## src/lofc_pkg.sv

```systemverilog
// lofc_pkg: register map, field positions, reset values and sizes of the lvds output block
package lofc_pkg;
  // bus and lane geometry
  localparam int ADDR_W        = 12;
  localparam int DATA_W        = 32;
  localparam int LANES         = 16;
  localparam int CH_W          = 16;
  localparam int SAMPLE_W      = 2 * CH_W + 1;   // {ovr, channel b, channel a}
  localparam int FIFO_DEPTH    = 32;
  localparam int LEVEL_W       = 6;              // holds 0..FIFO_DEPTH
  localparam int FRAME_BITCLKS = 4;              // bit-clock cycles per marker frame
  localparam int FRAME_W       = 2;
  localparam int IDX_W         = 10;
  // register indices; byte address is four times the index
  localparam logic [IDX_W-1:0] IDX_LINK_CTRL  = 10'h110;
  localparam logic [IDX_W-1:0] IDX_INV_LOW    = 10'h111;
  localparam logic [IDX_W-1:0] IDX_INV_HIGH   = 10'h112;
  localparam logic [IDX_W-1:0] IDX_PDN_A      = 10'h113;
  localparam logic [IDX_W-1:0] IDX_PDN_B      = 10'h114;
  localparam logic [IDX_W-1:0] IDX_MARKER     = 10'h115;
  localparam logic [IDX_W-1:0] IDX_MUX_EDGE   = 10'h116;
  localparam logic [IDX_W-1:0] IDX_STATUS     = 10'h120;
  // field positions
  localparam int TERM_BIT        = 7;
  localparam int HALF_SWING_BIT  = 5;
  localparam int CH_EXCH_BIT     = 1;
  localparam int MARKER_DUTY_BIT = 3;
  localparam int MARKER_DIS_BIT  = 2;
  localparam int EDGE_SWAP_BIT   = 6;
  localparam int SCR_LSB         = 0;
  localparam int SCR_W           = 3;
  localparam int STAT_FRAME_LSB  = 8;
  // writable bit masks; all other positions store nothing and read zero
  localparam logic [7:0] LINK_CTRL_MASK = 8'hA2;
  localparam logic [7:0] INV_MASK       = 8'hFF;
  localparam logic [7:0] PDN_A_MASK     = 8'hFE;
  localparam logic [7:0] PDN_B_MASK     = 8'h01;
  localparam logic [7:0] MARKER_MASK    = 8'h0C;
  localparam logic [7:0] MUX_EDGE_MASK  = 8'hC7;
  // reset values
  localparam logic [7:0] LINK_CTRL_RST  = 8'h02;
  localparam logic [7:0] ZERO_RST       = 8'h00;
  // lsb handling codes
  localparam logic [SCR_W-1:0] SCR_OVR_LSB  = 3'h2;
  localparam logic [SCR_W-1:0] SCR_OVR_LSB1 = 3'h3;
endpackage : lofc_pkg

```

## src/lofc_stream_if.sv

```systemverilog
// lofc_stream_if: valid/ready word stream between the block's own modules
`timescale 1ns/100ps
interface lofc_stream_if #(parameter int W = 33) ();
  logic         valid;  // word offered
  logic         ready;  // word accepted
  logic [W-1:0] data;   // payload
  modport src (output valid, output data, input ready);
  modport snk (input valid, input data, output ready);
endinterface : lofc_stream_if

```

## src/lofc_top.sv

```systemverilog
// lofc_top: apb register bank and lane formatter for the lvds output port
// Functional notes
// - termination bit selects 100 ohm, else 50
// - half swing bit halves output swing
// - channel exchange bit low swaps a and b
// - sixteen lane polarity mask, reset zero
// - low register lanes 0-7, high reversed 8-15
// - upper power-down bits tristate lanes, d7 lane14
// - marker duty: one bitclk or half marker frame
// - marker on lane zero replaces data lsb
// - marker disable sends lsb on lane zero
// - edge swap exchanges rising and falling bits
// - scramble code 2 ovr lsb, 3 lsb+1
`timescale 1ns/100ps
module lofc_top (
  // clock and reset
  input  wire logic                          pclk,
  input  wire logic                          presetn,
  // apb slave
  input  wire logic                          psel,
  input  wire logic                          penable,
  input  wire logic                          pwrite,
  input  wire logic [lofc_pkg::ADDR_W-1:0]   paddr,
  input  wire logic [lofc_pkg::DATA_W-1:0]   pwdata,
  output logic      [lofc_pkg::DATA_W-1:0]   prdata,
  output logic                               pready,
  output logic                               pslverr,
  // sample stream from the converter core
  input  wire logic                          smp_valid,
  output logic                               smp_ready,
  input  wire logic [lofc_pkg::CH_W-1:0]     smp_a,
  input  wire logic [lofc_pkg::CH_W-1:0]     smp_b,
  input  wire logic                          smp_ovr,
  // lower lane power-down, held elsewhere
  input  wire logic [7:0]                    lane_pdn_low,
  // link pins
  input  wire logic                          forwarded_bit_clock,
  output logic      [lofc_pkg::LANES-1:0]    lane_data,
  output logic      [lofc_pkg::LANES-1:0]    lane_oe,
  // analog trims of the output drivers
  output logic                               term_100_sel,
  output logic                               half_swing
);
  import lofc_pkg::*;

  // register storage
  logic [7:0] link_ctrl_q, link_ctrl_d;     // output_link_control
  logic [7:0] inv_low_q, inv_low_d;         // lane_invert_low
  logic [7:0] inv_high_q, inv_high_d;       // lane_invert_high
  logic [7:0] pdn_a_q, pdn_a_d;             // lane_powerdown_upper_a
  logic [7:0] pdn_b_q, pdn_b_d;             // lane_powerdown_upper_b
  logic [7:0] marker_q, marker_d;           // frame_marker_control
  logic [7:0] mux_edge_q, mux_edge_d;       // output_mux_edge_scramble
  logic [DATA_W-1:0] prdata_q, prdata_d;    // read data, captured in setup
  // bus decode
  logic [IDX_W-1:0] idx;                    // word index of the access
  logic             hit;                    // mapped and aligned
  logic             wr_en;                  // write takes effect this edge
  // link side
  logic             bclk_s1_q, bclk_s2_q, bclk_s3_q;
  logic             rise_evt, fall_evt;     // detected bit clock edges
  logic [FRAME_W-1:0] frame_q, frame_d;     // bit-clock cycle within marker frame
  logic [LANES-1:0] lane_q, lane_d;         // driven lane levels
  logic [LANES-1:0] fall_hold_q, fall_hold_d;
  logic [LANES-1:0] oe_q, oe_d;
  // derived controls
  logic [LANES-1:0] lane_polarity_mask;   // per-lane inversion
  logic [LANES-1:0] lane_powerdown_mask;  // per-lane tristate request
  logic             marker_lvl, marker_on;
  logic [CH_W-1:0]  word_a, word_b, word_r, word_f;
  logic [SAMPLE_W-1:0] cur_smp;
  logic [LEVEL_W-1:0]  fifo_level;

  // fifo carriers
  lofc_stream_if #(.W(SAMPLE_W)) in_if ();
  lofc_stream_if #(.W(SAMPLE_W)) out_if ();

  // ---------------------------------------------------------------
  // helpers
  // ---------------------------------------------------------------

  // mapped-register check, shared by read and write paths
  function automatic logic is_mapped(input logic [IDX_W-1:0] i);
    return (i == IDX_LINK_CTRL) || (i == IDX_INV_LOW) || (i == IDX_INV_HIGH) ||
           (i == IDX_PDN_A) || (i == IDX_PDN_B) || (i == IDX_MARKER) ||
           (i == IDX_MUX_EDGE) || (i == IDX_STATUS);
  endfunction : is_mapped

  // masked write: reserved positions keep zero whatever software sends
  function automatic logic [7:0] reg_write(input logic [7:0] old_v,
                                           input logic       sel,
                                           input logic [7:0] wv,
                                           input logic [7:0] msk);
    return sel ? (wv & msk) : old_v;
  endfunction : reg_write

  // shape one channel word: ovr insertion, marker on lsb, polarity
  function automatic logic [CH_W-1:0] shape_word(input logic [CH_W-1:0]  d,
                                                 input logic             ovr,
                                                 input logic [SCR_W-1:0] scr,
                                                 input logic             mk_on,
                                                 input logic             mk,
                                                 input logic [LANES-1:0] inv);
    logic [CH_W-1:0] w;
    w = d;
    if (scr == SCR_OVR_LSB) begin
      w[0] = ovr;
    end else if (scr == SCR_OVR_LSB1) begin
      w[1] = ovr;
    end
    // marker takes lane zero, which carries the lsb
    if (mk_on) begin
      w[0] = mk;
    end
    return w ^ inv;
  endfunction : shape_word

  // ---------------------------------------------------------------
  // apb slave: zero wait states, error on unmapped or unaligned
  // ---------------------------------------------------------------

  assign idx     = paddr[ADDR_W-1:2];
  assign hit     = is_mapped(idx) && (paddr[1:0] == 2'h0);
  assign pready  = 1'b1;
  assign pslverr = psel & penable & ~hit;
  assign wr_en   = psel & penable & pwrite & hit;
  assign prdata  = prdata_q;

  // read data is latched in the setup cycle so it comes from a flop
  always_comb begin
    prdata_d = prdata_q;
    if (psel && !penable) begin
      prdata_d = '0;
      if (paddr[1:0] == 2'h0) begin
        case (idx)
          IDX_LINK_CTRL: prdata_d[7:0] = link_ctrl_q;
          IDX_INV_LOW:   prdata_d[7:0] = inv_low_q;
          IDX_INV_HIGH:  prdata_d[7:0] = inv_high_q;
          IDX_PDN_A:     prdata_d[7:0] = pdn_a_q;
          IDX_PDN_B:     prdata_d[7:0] = pdn_b_q;
          IDX_MARKER:    prdata_d[7:0] = marker_q;
          IDX_MUX_EDGE:  prdata_d[7:0] = mux_edge_q;
          // status: fifo occupancy and bit-clock position in marker frame
          IDX_STATUS: begin
            prdata_d[LEVEL_W-1:0] = fifo_level;
            prdata_d[STAT_FRAME_LSB +: FRAME_W] = frame_q;
          end
          default:       prdata_d = '0;
        endcase
      end
    end
  end

  // register next values; status is read-only and ignores writes
  always_comb begin
    link_ctrl_d = reg_write(link_ctrl_q, wr_en && idx == IDX_LINK_CTRL, pwdata[7:0],
                            LINK_CTRL_MASK);
    inv_low_d   = reg_write(inv_low_q, wr_en && idx == IDX_INV_LOW, pwdata[7:0], INV_MASK);
    inv_high_d  = reg_write(inv_high_q, wr_en && idx == IDX_INV_HIGH, pwdata[7:0], INV_MASK);
    pdn_a_d     = reg_write(pdn_a_q, wr_en && idx == IDX_PDN_A, pwdata[7:0], PDN_A_MASK);
    pdn_b_d     = reg_write(pdn_b_q, wr_en && idx == IDX_PDN_B, pwdata[7:0], PDN_B_MASK);
    marker_d    = reg_write(marker_q, wr_en && idx == IDX_MARKER, pwdata[7:0], MARKER_MASK);
    mux_edge_d  = reg_write(mux_edge_q, wr_en && idx == IDX_MUX_EDGE, pwdata[7:0],
                            MUX_EDGE_MASK);
  end

  // register bank flops
  always_ff @(posedge pclk or negedge presetn) begin
    if (!presetn) begin
      link_ctrl_q <= LINK_CTRL_RST;
      inv_low_q   <= ZERO_RST;
      inv_high_q  <= ZERO_RST;
      pdn_a_q     <= ZERO_RST;
      pdn_b_q     <= ZERO_RST;
      marker_q    <= ZERO_RST;
      mux_edge_q  <= ZERO_RST;
      prdata_q    <= '0;
    end else begin
      link_ctrl_q <= link_ctrl_d;
      inv_low_q   <= inv_low_d;
      inv_high_q  <= inv_high_d;
      pdn_a_q     <= pdn_a_d;
      pdn_b_q     <= pdn_b_d;
      marker_q    <= marker_d;
      mux_edge_q  <= mux_edge_d;
      prdata_q    <= prdata_d;
    end
  end

  // driver trims go straight from the control register
  assign term_100_sel = link_ctrl_q[TERM_BIT];
  assign half_swing   = link_ctrl_q[HALF_SWING_BIT];

  // ---------------------------------------------------------------
  // lane maps
  // ---------------------------------------------------------------

  // low register in natural order, high register reversed onto 8..15
  always_comb begin
    lane_polarity_mask[7:0] = inv_low_q;
    for (int j = 0; j < 8; j++) begin
      lane_polarity_mask[8 + j] = inv_high_q[7 - j];
    end
  end

  // first register bits 7..1 cover lanes 14..8, second bit 0 lane 15
  assign lane_powerdown_mask = {pdn_b_q[0], pdn_a_q[7:1], lane_pdn_low};

  // ---------------------------------------------------------------
  // sample fifo: absorbs core bursts against the slower bit clock
  // ---------------------------------------------------------------

  assign in_if.valid  = smp_valid;
  assign in_if.data   = {smp_ovr, smp_b, smp_a};
  assign smp_ready    = in_if.ready;
  // one sample drains per bit-clock rising edge
  assign out_if.ready = rise_evt;

  lofc_fifo #(.W(SAMPLE_W), .DEPTH(FIFO_DEPTH)) u_fifo (
    .clk   (pclk),
    .rst_n (presetn),
    .wr    (in_if),
    .rd    (out_if),
    .level (fifo_level)
  );

  // ---------------------------------------------------------------
  // bit clock sampling; the first stage feeds only the second
  // ---------------------------------------------------------------

  always_ff @(posedge pclk or negedge presetn) begin
    if (!presetn) begin
      bclk_s1_q <= 1'b0;
      bclk_s2_q <= 1'b0;
      bclk_s3_q <= 1'b0;
    end else begin
      bclk_s1_q <= forwarded_bit_clock;
      bclk_s2_q <= bclk_s1_q;
      bclk_s3_q <= bclk_s2_q;
    end
  end

  assign rise_evt = bclk_s2_q & ~bclk_s3_q;
  assign fall_evt = ~bclk_s2_q & bclk_s3_q;

  // ---------------------------------------------------------------
  // lane formatter
  // ---------------------------------------------------------------

  // an empty fifo sends an all-zero sample so marker timing never slips
  assign cur_smp = out_if.valid ? out_if.data : '0;

  // channel exchange bit low swaps the two channels
  always_comb begin
    if (link_ctrl_q[CH_EXCH_BIT]) begin
      word_a = cur_smp[CH_W-1:0];
      word_b = cur_smp[2*CH_W-1:CH_W];
    end else begin
      word_a = cur_smp[2*CH_W-1:CH_W];
      word_b = cur_smp[CH_W-1:0];
    end
  end

  // marker level for the bit-clock cycle that starts now
  always_comb begin
    if (marker_q[MARKER_DUTY_BIT]) begin
      marker_lvl = (frame_d < FRAME_W'(FRAME_BITCLKS / 2));
    end else begin
      marker_lvl = (frame_d == '0);
    end
    marker_on = ~marker_q[MARKER_DIS_BIT];
  end

  // edge swap decides which channel rides the rising edge
  always_comb begin
    if (mux_edge_q[EDGE_SWAP_BIT]) begin
      word_r = word_b;
      word_f = word_a;
    end else begin
      word_r = word_a;
      word_f = word_b;
    end
  end

  // lane next values: rising edge loads both halves, falling shows the held one
  always_comb begin
    frame_d     = frame_q;
    lane_d      = lane_q;
    fall_hold_d = fall_hold_q;
    oe_d        = ~lane_powerdown_mask;
    if (rise_evt) begin
      frame_d = (frame_q == FRAME_W'(FRAME_BITCLKS - 1)) ? '0 : frame_q + FRAME_W'(1);
    end
    if (rise_evt) begin
      lane_d      = shape_word(word_r, cur_smp[SAMPLE_W-1], mux_edge_q[SCR_LSB +: SCR_W],
                               marker_on, marker_lvl, lane_polarity_mask);
      fall_hold_d = shape_word(word_f, cur_smp[SAMPLE_W-1], mux_edge_q[SCR_LSB +: SCR_W],
                               marker_on, marker_lvl, lane_polarity_mask);
    end else if (fall_evt) begin
      lane_d = fall_hold_q;
    end
  end

  // lane flops; frame counter starts one before zero so the first edge opens a marker frame
  always_ff @(posedge pclk or negedge presetn) begin
    if (!presetn) begin
      frame_q     <= FRAME_W'(FRAME_BITCLKS - 1);
      lane_q      <= '0;
      fall_hold_q <= '0;
      oe_q        <= '0;
    end else begin
      frame_q     <= frame_d;
      lane_q      <= lane_d;
      fall_hold_q <= fall_hold_d;
      oe_q        <= oe_d;
    end
  end

  assign lane_data = lane_q;
  assign lane_oe   = oe_q;
endmodule : lofc_top

```

## src/lofc_fifo.sv

```systemverilog
// lofc_fifo: synchronous sample fifo with valid/ready on both sides
`timescale 1ns/100ps
module lofc_fifo #(
  parameter int W     = 33,
  parameter int DEPTH = 32
) (
  // clock and reset
  input  wire logic                 clk,
  input  wire logic                 rst_n,
  // fill and drain sides
  lofc_stream_if.snk                wr,
  lofc_stream_if.src                rd,
  // occupancy
  output logic [$clog2(DEPTH):0]    level
);
  localparam int AW = $clog2(DEPTH);

  logic [W-1:0]  mem [DEPTH];          // sample storage
  logic [AW-1:0] wp_q, wp_d, rp_q, rp_d;
  logic [AW:0]   cnt_q, cnt_d;
  logic          push, pop;

  // full and empty come straight from the count, so they never lie
  assign wr.ready = (cnt_q != (AW+1)'(DEPTH));
  assign rd.valid = (cnt_q != '0);
  assign rd.data  = mem[rp_q];
  assign level    = cnt_q;
  assign push     = wr.valid & wr.ready;
  assign pop      = rd.valid & rd.ready;

  // pointer and count next values
  always_comb begin
    wp_d  = push ? wp_q + AW'(1) : wp_q;
    rp_d  = pop ? rp_q + AW'(1) : rp_q;
    cnt_d = cnt_q + (AW+1)'(push) - (AW+1)'(pop);
  end

  // pointer and count registers
  always_ff @(posedge clk or negedge rst_n) begin
    if (!rst_n) begin
      wp_q  <= '0;
      rp_q  <= '0;
      cnt_q <= '0;
    end else begin
      wp_q  <= wp_d;
      rp_q  <= rp_d;
      cnt_q <= cnt_d;
    end
  end

  // storage has no reset; only written words are ever read
  always_ff @(posedge clk) begin
    if (push) begin
      mem[wp_q] <= wr.data;
    end
  end
endmodule : lofc_fifo

```

## config.mk

```make
export PLATFORM = sky130hd
export DESIGN_NAME = lofc_top
export DESIGN_NICKNAME = d
export VERILOG_FILES = /design/src/lofc_pkg.sv /design/src/lofc_stream_if.sv /design/src/lofc_top.sv /design/src/lofc_fifo.sv
export SDC_FILE = /design/constraint.sdc
export NUM_CORES = 1
export LEC_CHECK = 0
export BUFFER_PORTS_ARGS = -buffer_cell sky130_fd_sc_hd__buf_2
export CAP_MARGIN = 20
export CORE_ASPECT_RATIO = 1.75
export CORE_MARGIN = 2
export CORE_UTILIZATION = 65
export DETAILED_ROUTE_END_ITERATION = 6
export PLACE_DENSITY = 0.81
export SYNTH_ARGS = -nofsm -noshare
export SYNTH_HDL_FRONTEND = slang
export SYNTH_SLANG_ARGS = --single-unit
```

## constraint.sdc

```tcl
create_clock -name pclk -period 10.03 [get_ports pclk]
set_clock_uncertainty 0.1 [all_clocks]
set_input_delay 1.003 -clock pclk [delete_from_list [all_inputs] [get_ports pclk]]
set_output_delay 1.003 -clock pclk [all_outputs]
set_load 0.05 [all_outputs]
```

==> flow_summary.ini <==
[clock_network]
clk-insertion-delay-late_ns = 0.67
clkTransAtPathRegs_ns = 0.07
max-clock-path-buffers = 3
cts-resized-gates = 0
cts.repair_timing.setup_buffer_count = 0
cts_root_buffer = sky130_fd_sc_hd__clkbuf_16
cts_sinks = 1169
h-tree-depth = 3
tritoncts = done
postCtsHoldBufs = 0
cts_made_buffers = 95

[power]
peakVddDrop_uv = 270
p_int_w = 0.00971
switching_share_of_power_pct = 31.4
power.net_switching_w = 0.00444
power_density_nw_per_um2 = 277
clock_power_share_pct = 27.6
power.leakage_nw = 16.8
power.share.combinational_pct = 29.8
power_frac_seq_pct = 42.6

[sta]
max_freq_mhz = 206
layout_min_cycle_time_ns = 4.85
finalHoldViolCount = 0
slew_violations = 0
tightest_slew_ns = 1.10
fin_crit_sh_pct = 48.4
timing.final.setup_violations = 0
grt_setup_unrepaired = false
finalHoldWorstSlack_ns = 0.225
setup-tns-final_ns = 0
max-slew-margin-rel_pct = 26.7
layout_setup_ws_ns = 5.18

[yosys]
ys_warn_count = 0
yosys.area.top_type = sky130_fd_sc_hd__edfxtp_1
synth_area_leaders = sky130_fd_sc_hd__edfxtp_1 69%, sky130_fd_sc_hd__mux4_2 15%, sky130_fd_sc_hd__dfrtp_1 6.0%
postSynthCellCount = 2144
post-synth-top-area-fraction_pct = 68.8
synth_edf_count = 1056
flip_flop_and_latch_count_after_synthesis = 1169
synth_area_um2 = 46100
most_used_dff_post_synth = sky130_fd_sc_hd__edfxtp_1
synth_common_cells = 1056 x sky130_fd_sc_hd__edfxtp_1, 310 x sky130_fd_sc_hd__mux4_2, 110 x sky130_fd_sc_hd__dfrtp_1
avgSynthCellArea_um2 = 21.5
synth_cell_types = 64
yosysSeqAreaShare_pct = 74.9
async_flop_share_pct = 9.67
synthMostInstantiatedCell = sky130_fd_sc_hd__edfxtp_1

[global_routing]
busiest_layer = met2
met2_track_demand_over_resource_in_global_routing_pct = 57.3
leftover_overflow_at_the_end_of_global_routing = 0
first_pass_grt_wire_length_um = 171000
largest_net_degree_at_the_start_of_global_routing = 137
number_of_antenna_violations_at_the_first_check_in_global_routing = 2
globalRouteMet1Util_pct = 39.2
globalRouteMet3Util_pct = 6.80
grt_util_all_layers_pct = 33.7
first_global_vias = 24416

[worst_setup_path]
setup.worst_path.end_class = flip-flop
setup.worst_path.start_class = flip-flop
critical_path_peak_fanout = 104
timing_worst_setup_path_type = flip-flop to flip-flop
arrival_ns = 5.31
critPathMostFrequentCell = sky130_fd_sc_hd__mux4_2
critPathMaxStageDelay_ns = 0.98
critical_path.top_delay_family = buffers and inverters
timing.critical_path.buf_inv = 2
critPathRequiredTime_ns = 10.48
path_cells = buf_12 -> buf_4 -> mux4_2 -> mux4_2 -> a22o_1 -> a221oi_2 -> xnor2_1 -> a21o_1
critPathSlowestCell = sky130_fd_sc_hd__dfrtp_4

[die]
top_level_ports = 161
core_area_um2 = 70500
dieArea_um2 = 73200
rows = 129
floorplan.initialDensity_pct = 65.4
die_height_um = 356
die_width_um = 205

[flow_run]
drv_cap = 0

[placement]
dp.cells = 3109
place.port_buffers = 113
dp.final_hpwl_um = 61900
post_place_setup_slack_ns = 5.26
gp_congestion = 0.867
dpl-instance-area_um2 = 47900

[min_path]
hold_path.class = input pin to asynchronous set/reset pin

[drt]
wirelength_um = 120000
first_iter_violations = 3565
drt_pass1_iterations = 7
wl_per_cell_um = 36.4
routed-via-count = 23478
drc = 19
route.detailed.vias_per_inst = 7.14
ant_nets = 0

[layout]
n_fill_cell = 3710
flow.area_growth_from_synthesis_pct = 10.9
layout.nets = 2398
final_layout_size_suffix_gt1_share_pct = 31.4
layout.cell_area.non_filler_um2 = 51100
non_filler_cells_in_the_finished_layout = 3288

[status]
failed_checks = DRC
run_status = finished with violations
final timing paths:
check                                  to  slack (ns)            from  depth (start not counted)
max                        fall_hold_q[5]        5.18  u_fifo.rp_q[0]                          8
min                             bclk_s2_q        0.23         presetn                          1
max reg2reg                fall_hold_q[5]        5.18  u_fifo.rp_q[0]                          8
min reg2reg                     bclk_s2_q        0.29       bclk_s1_q                          0
max in group asynchronous    lane_data[8]        8.26         presetn                          2
min in group pclk               bclk_s2_q        0.29       bclk_s1_q                          0
state kept, by name (all words and copies together), names as in the netlist:
signal	flops
link_ctrl_q	3
pdn_a_q	7
lane_data	16
u_fifo.wp_q	5
bclk_s2_q	1
mux_edge_q	5
inv_high_q	8
bclk_s1_q	1
marker_q	2
inv_low_q	8
lane_oe	16
bclk_s3_q	1
fall_hold_q	16
u_fifo.level	6
u_fifo.rp_q	5
u_fifo.mem	1056
frame_q	2
pdn_b_q	1
prdata	10
metal layers:
metal / vias to the layer above / wire length (um)
met5: - / 0
met4: 0 / 8930
met3: 444 / 11600
met2: 1821 / 61900
met1: 12065 / 37200
li1: 9148 / -
power groups by stage:
stage / clock [W] / sequential (W) / combinational, W
after floorplan: 0 / 0.00597 / 0.00296
after global placement: 0 / 0.00607 / 0.00398
after detailed placement: 0 / 0.00611 / 0.00409
after CTS: 0.00394 / 0.00602 / 0.00419
after global routing: 0.00409 / 0.00606 / 0.00437
final: 0.00391 / 0.00602 / 0.00422
area by class of cell:
type                    instances  area, um2  share of cell area (%)
diodes                          1       2.50                 0.00490
multi-input cells             831      11100                    21.7
inverters                      34        128                   0.250
flip-flops and latches       1169      34600                    67.6
clock buffers                 123       2650                    5.18
repair buffers                158        931                    1.82
well taps                     917       1150                    2.24
clock inverters                55        606                    1.18
kinds of logic (layout without fill, tap and decap cells):
family | Yosys count | count (layout) | share of synthesized area, %
compound gates | 176 | 176 | 3.18
buf+inv | 165 | 370 | 1.75
other cells | 2 | 24 | 0.0163
xor+xnor | 41 | 41 | 0.779
fa+ha+maj | 17 | 17 | 0.478
mux | 384 | 384 | 16.9
simple gates | 190 | 190 | 2.01
flops | 1169 | 1169 | 74.9
cell usage in the layout (no fill, tap or decap), types with 27 or more instances in the layout:
master | synthesis | final
sky130_fd_sc_hd__buf_2 | 27 | 112
sky130_fd_sc_hd__edfxtp_1 | 1056 | 1056
sky130_fd_sc_hd__a21oi_1 | 27 | 27
sky130_fd_sc_hd__xnor2_1 | 37 | 37
sky130_fd_sc_hd__mux2_2 | 47 | 47
sky130_fd_sc_hd__dfrtp_1 | 110 | 106
sky130_fd_sc_hd__a221oi_2 | 28 | 28
sky130_fd_sc_hd__inv_1 | 34 | 34
sky130_fd_sc_hd__clkbuf_16 | 0 | 101
sky130_fd_sc_hd__buf_4 | 27 | 44
sky130_fd_sc_hd__mux2i_1 | 27 | 27
sky130_fd_sc_hd__nor2_4 | 0 | 32
sky130_fd_sc_hd__a22o_1 | 31 | 31
sky130_fd_sc_hd__mux4_2 | 310 | 310
sky130_fd_sc_hd__nand2_1 | 59 | 59
per-stage QoR:
| step | utilization, % | total power (W) |
|---|---|---|
| 6_report | 72.5 | 0.0141 |
| 5_1_grt | 72.5 | 0.0145 |
| 2_1_floorplan | - | 0.00893 |
| 3_5_place_dp | 67.8 | 0.0102 |
| 4_1_cts | 72.5 | 0.0142 |
| 3_3_place_gp | 67.8 | 0.0101 |
worst reg2reg max path: stages (launching register included):
cell and delay [ns]:
sky130_fd_sc_hd__dfrtp_4 0.98, sky130_fd_sc_hd__buf_12 0.68, sky130_fd_sc_hd__buf_4 0.87, sky130_fd_sc_hd__mux4_2 0.68, sky130_fd_sc_hd__mux4_2 0.55, sky130_fd_sc_hd__a22o_1 0.26, sky130_fd_sc_hd__a221oi_2 0.35, sky130_fd_sc_hd__xnor2_1 0.11
sky130_fd_sc_hd__a21o_1 0.18
No activity file was read; power rests on OpenSTA's default activity.
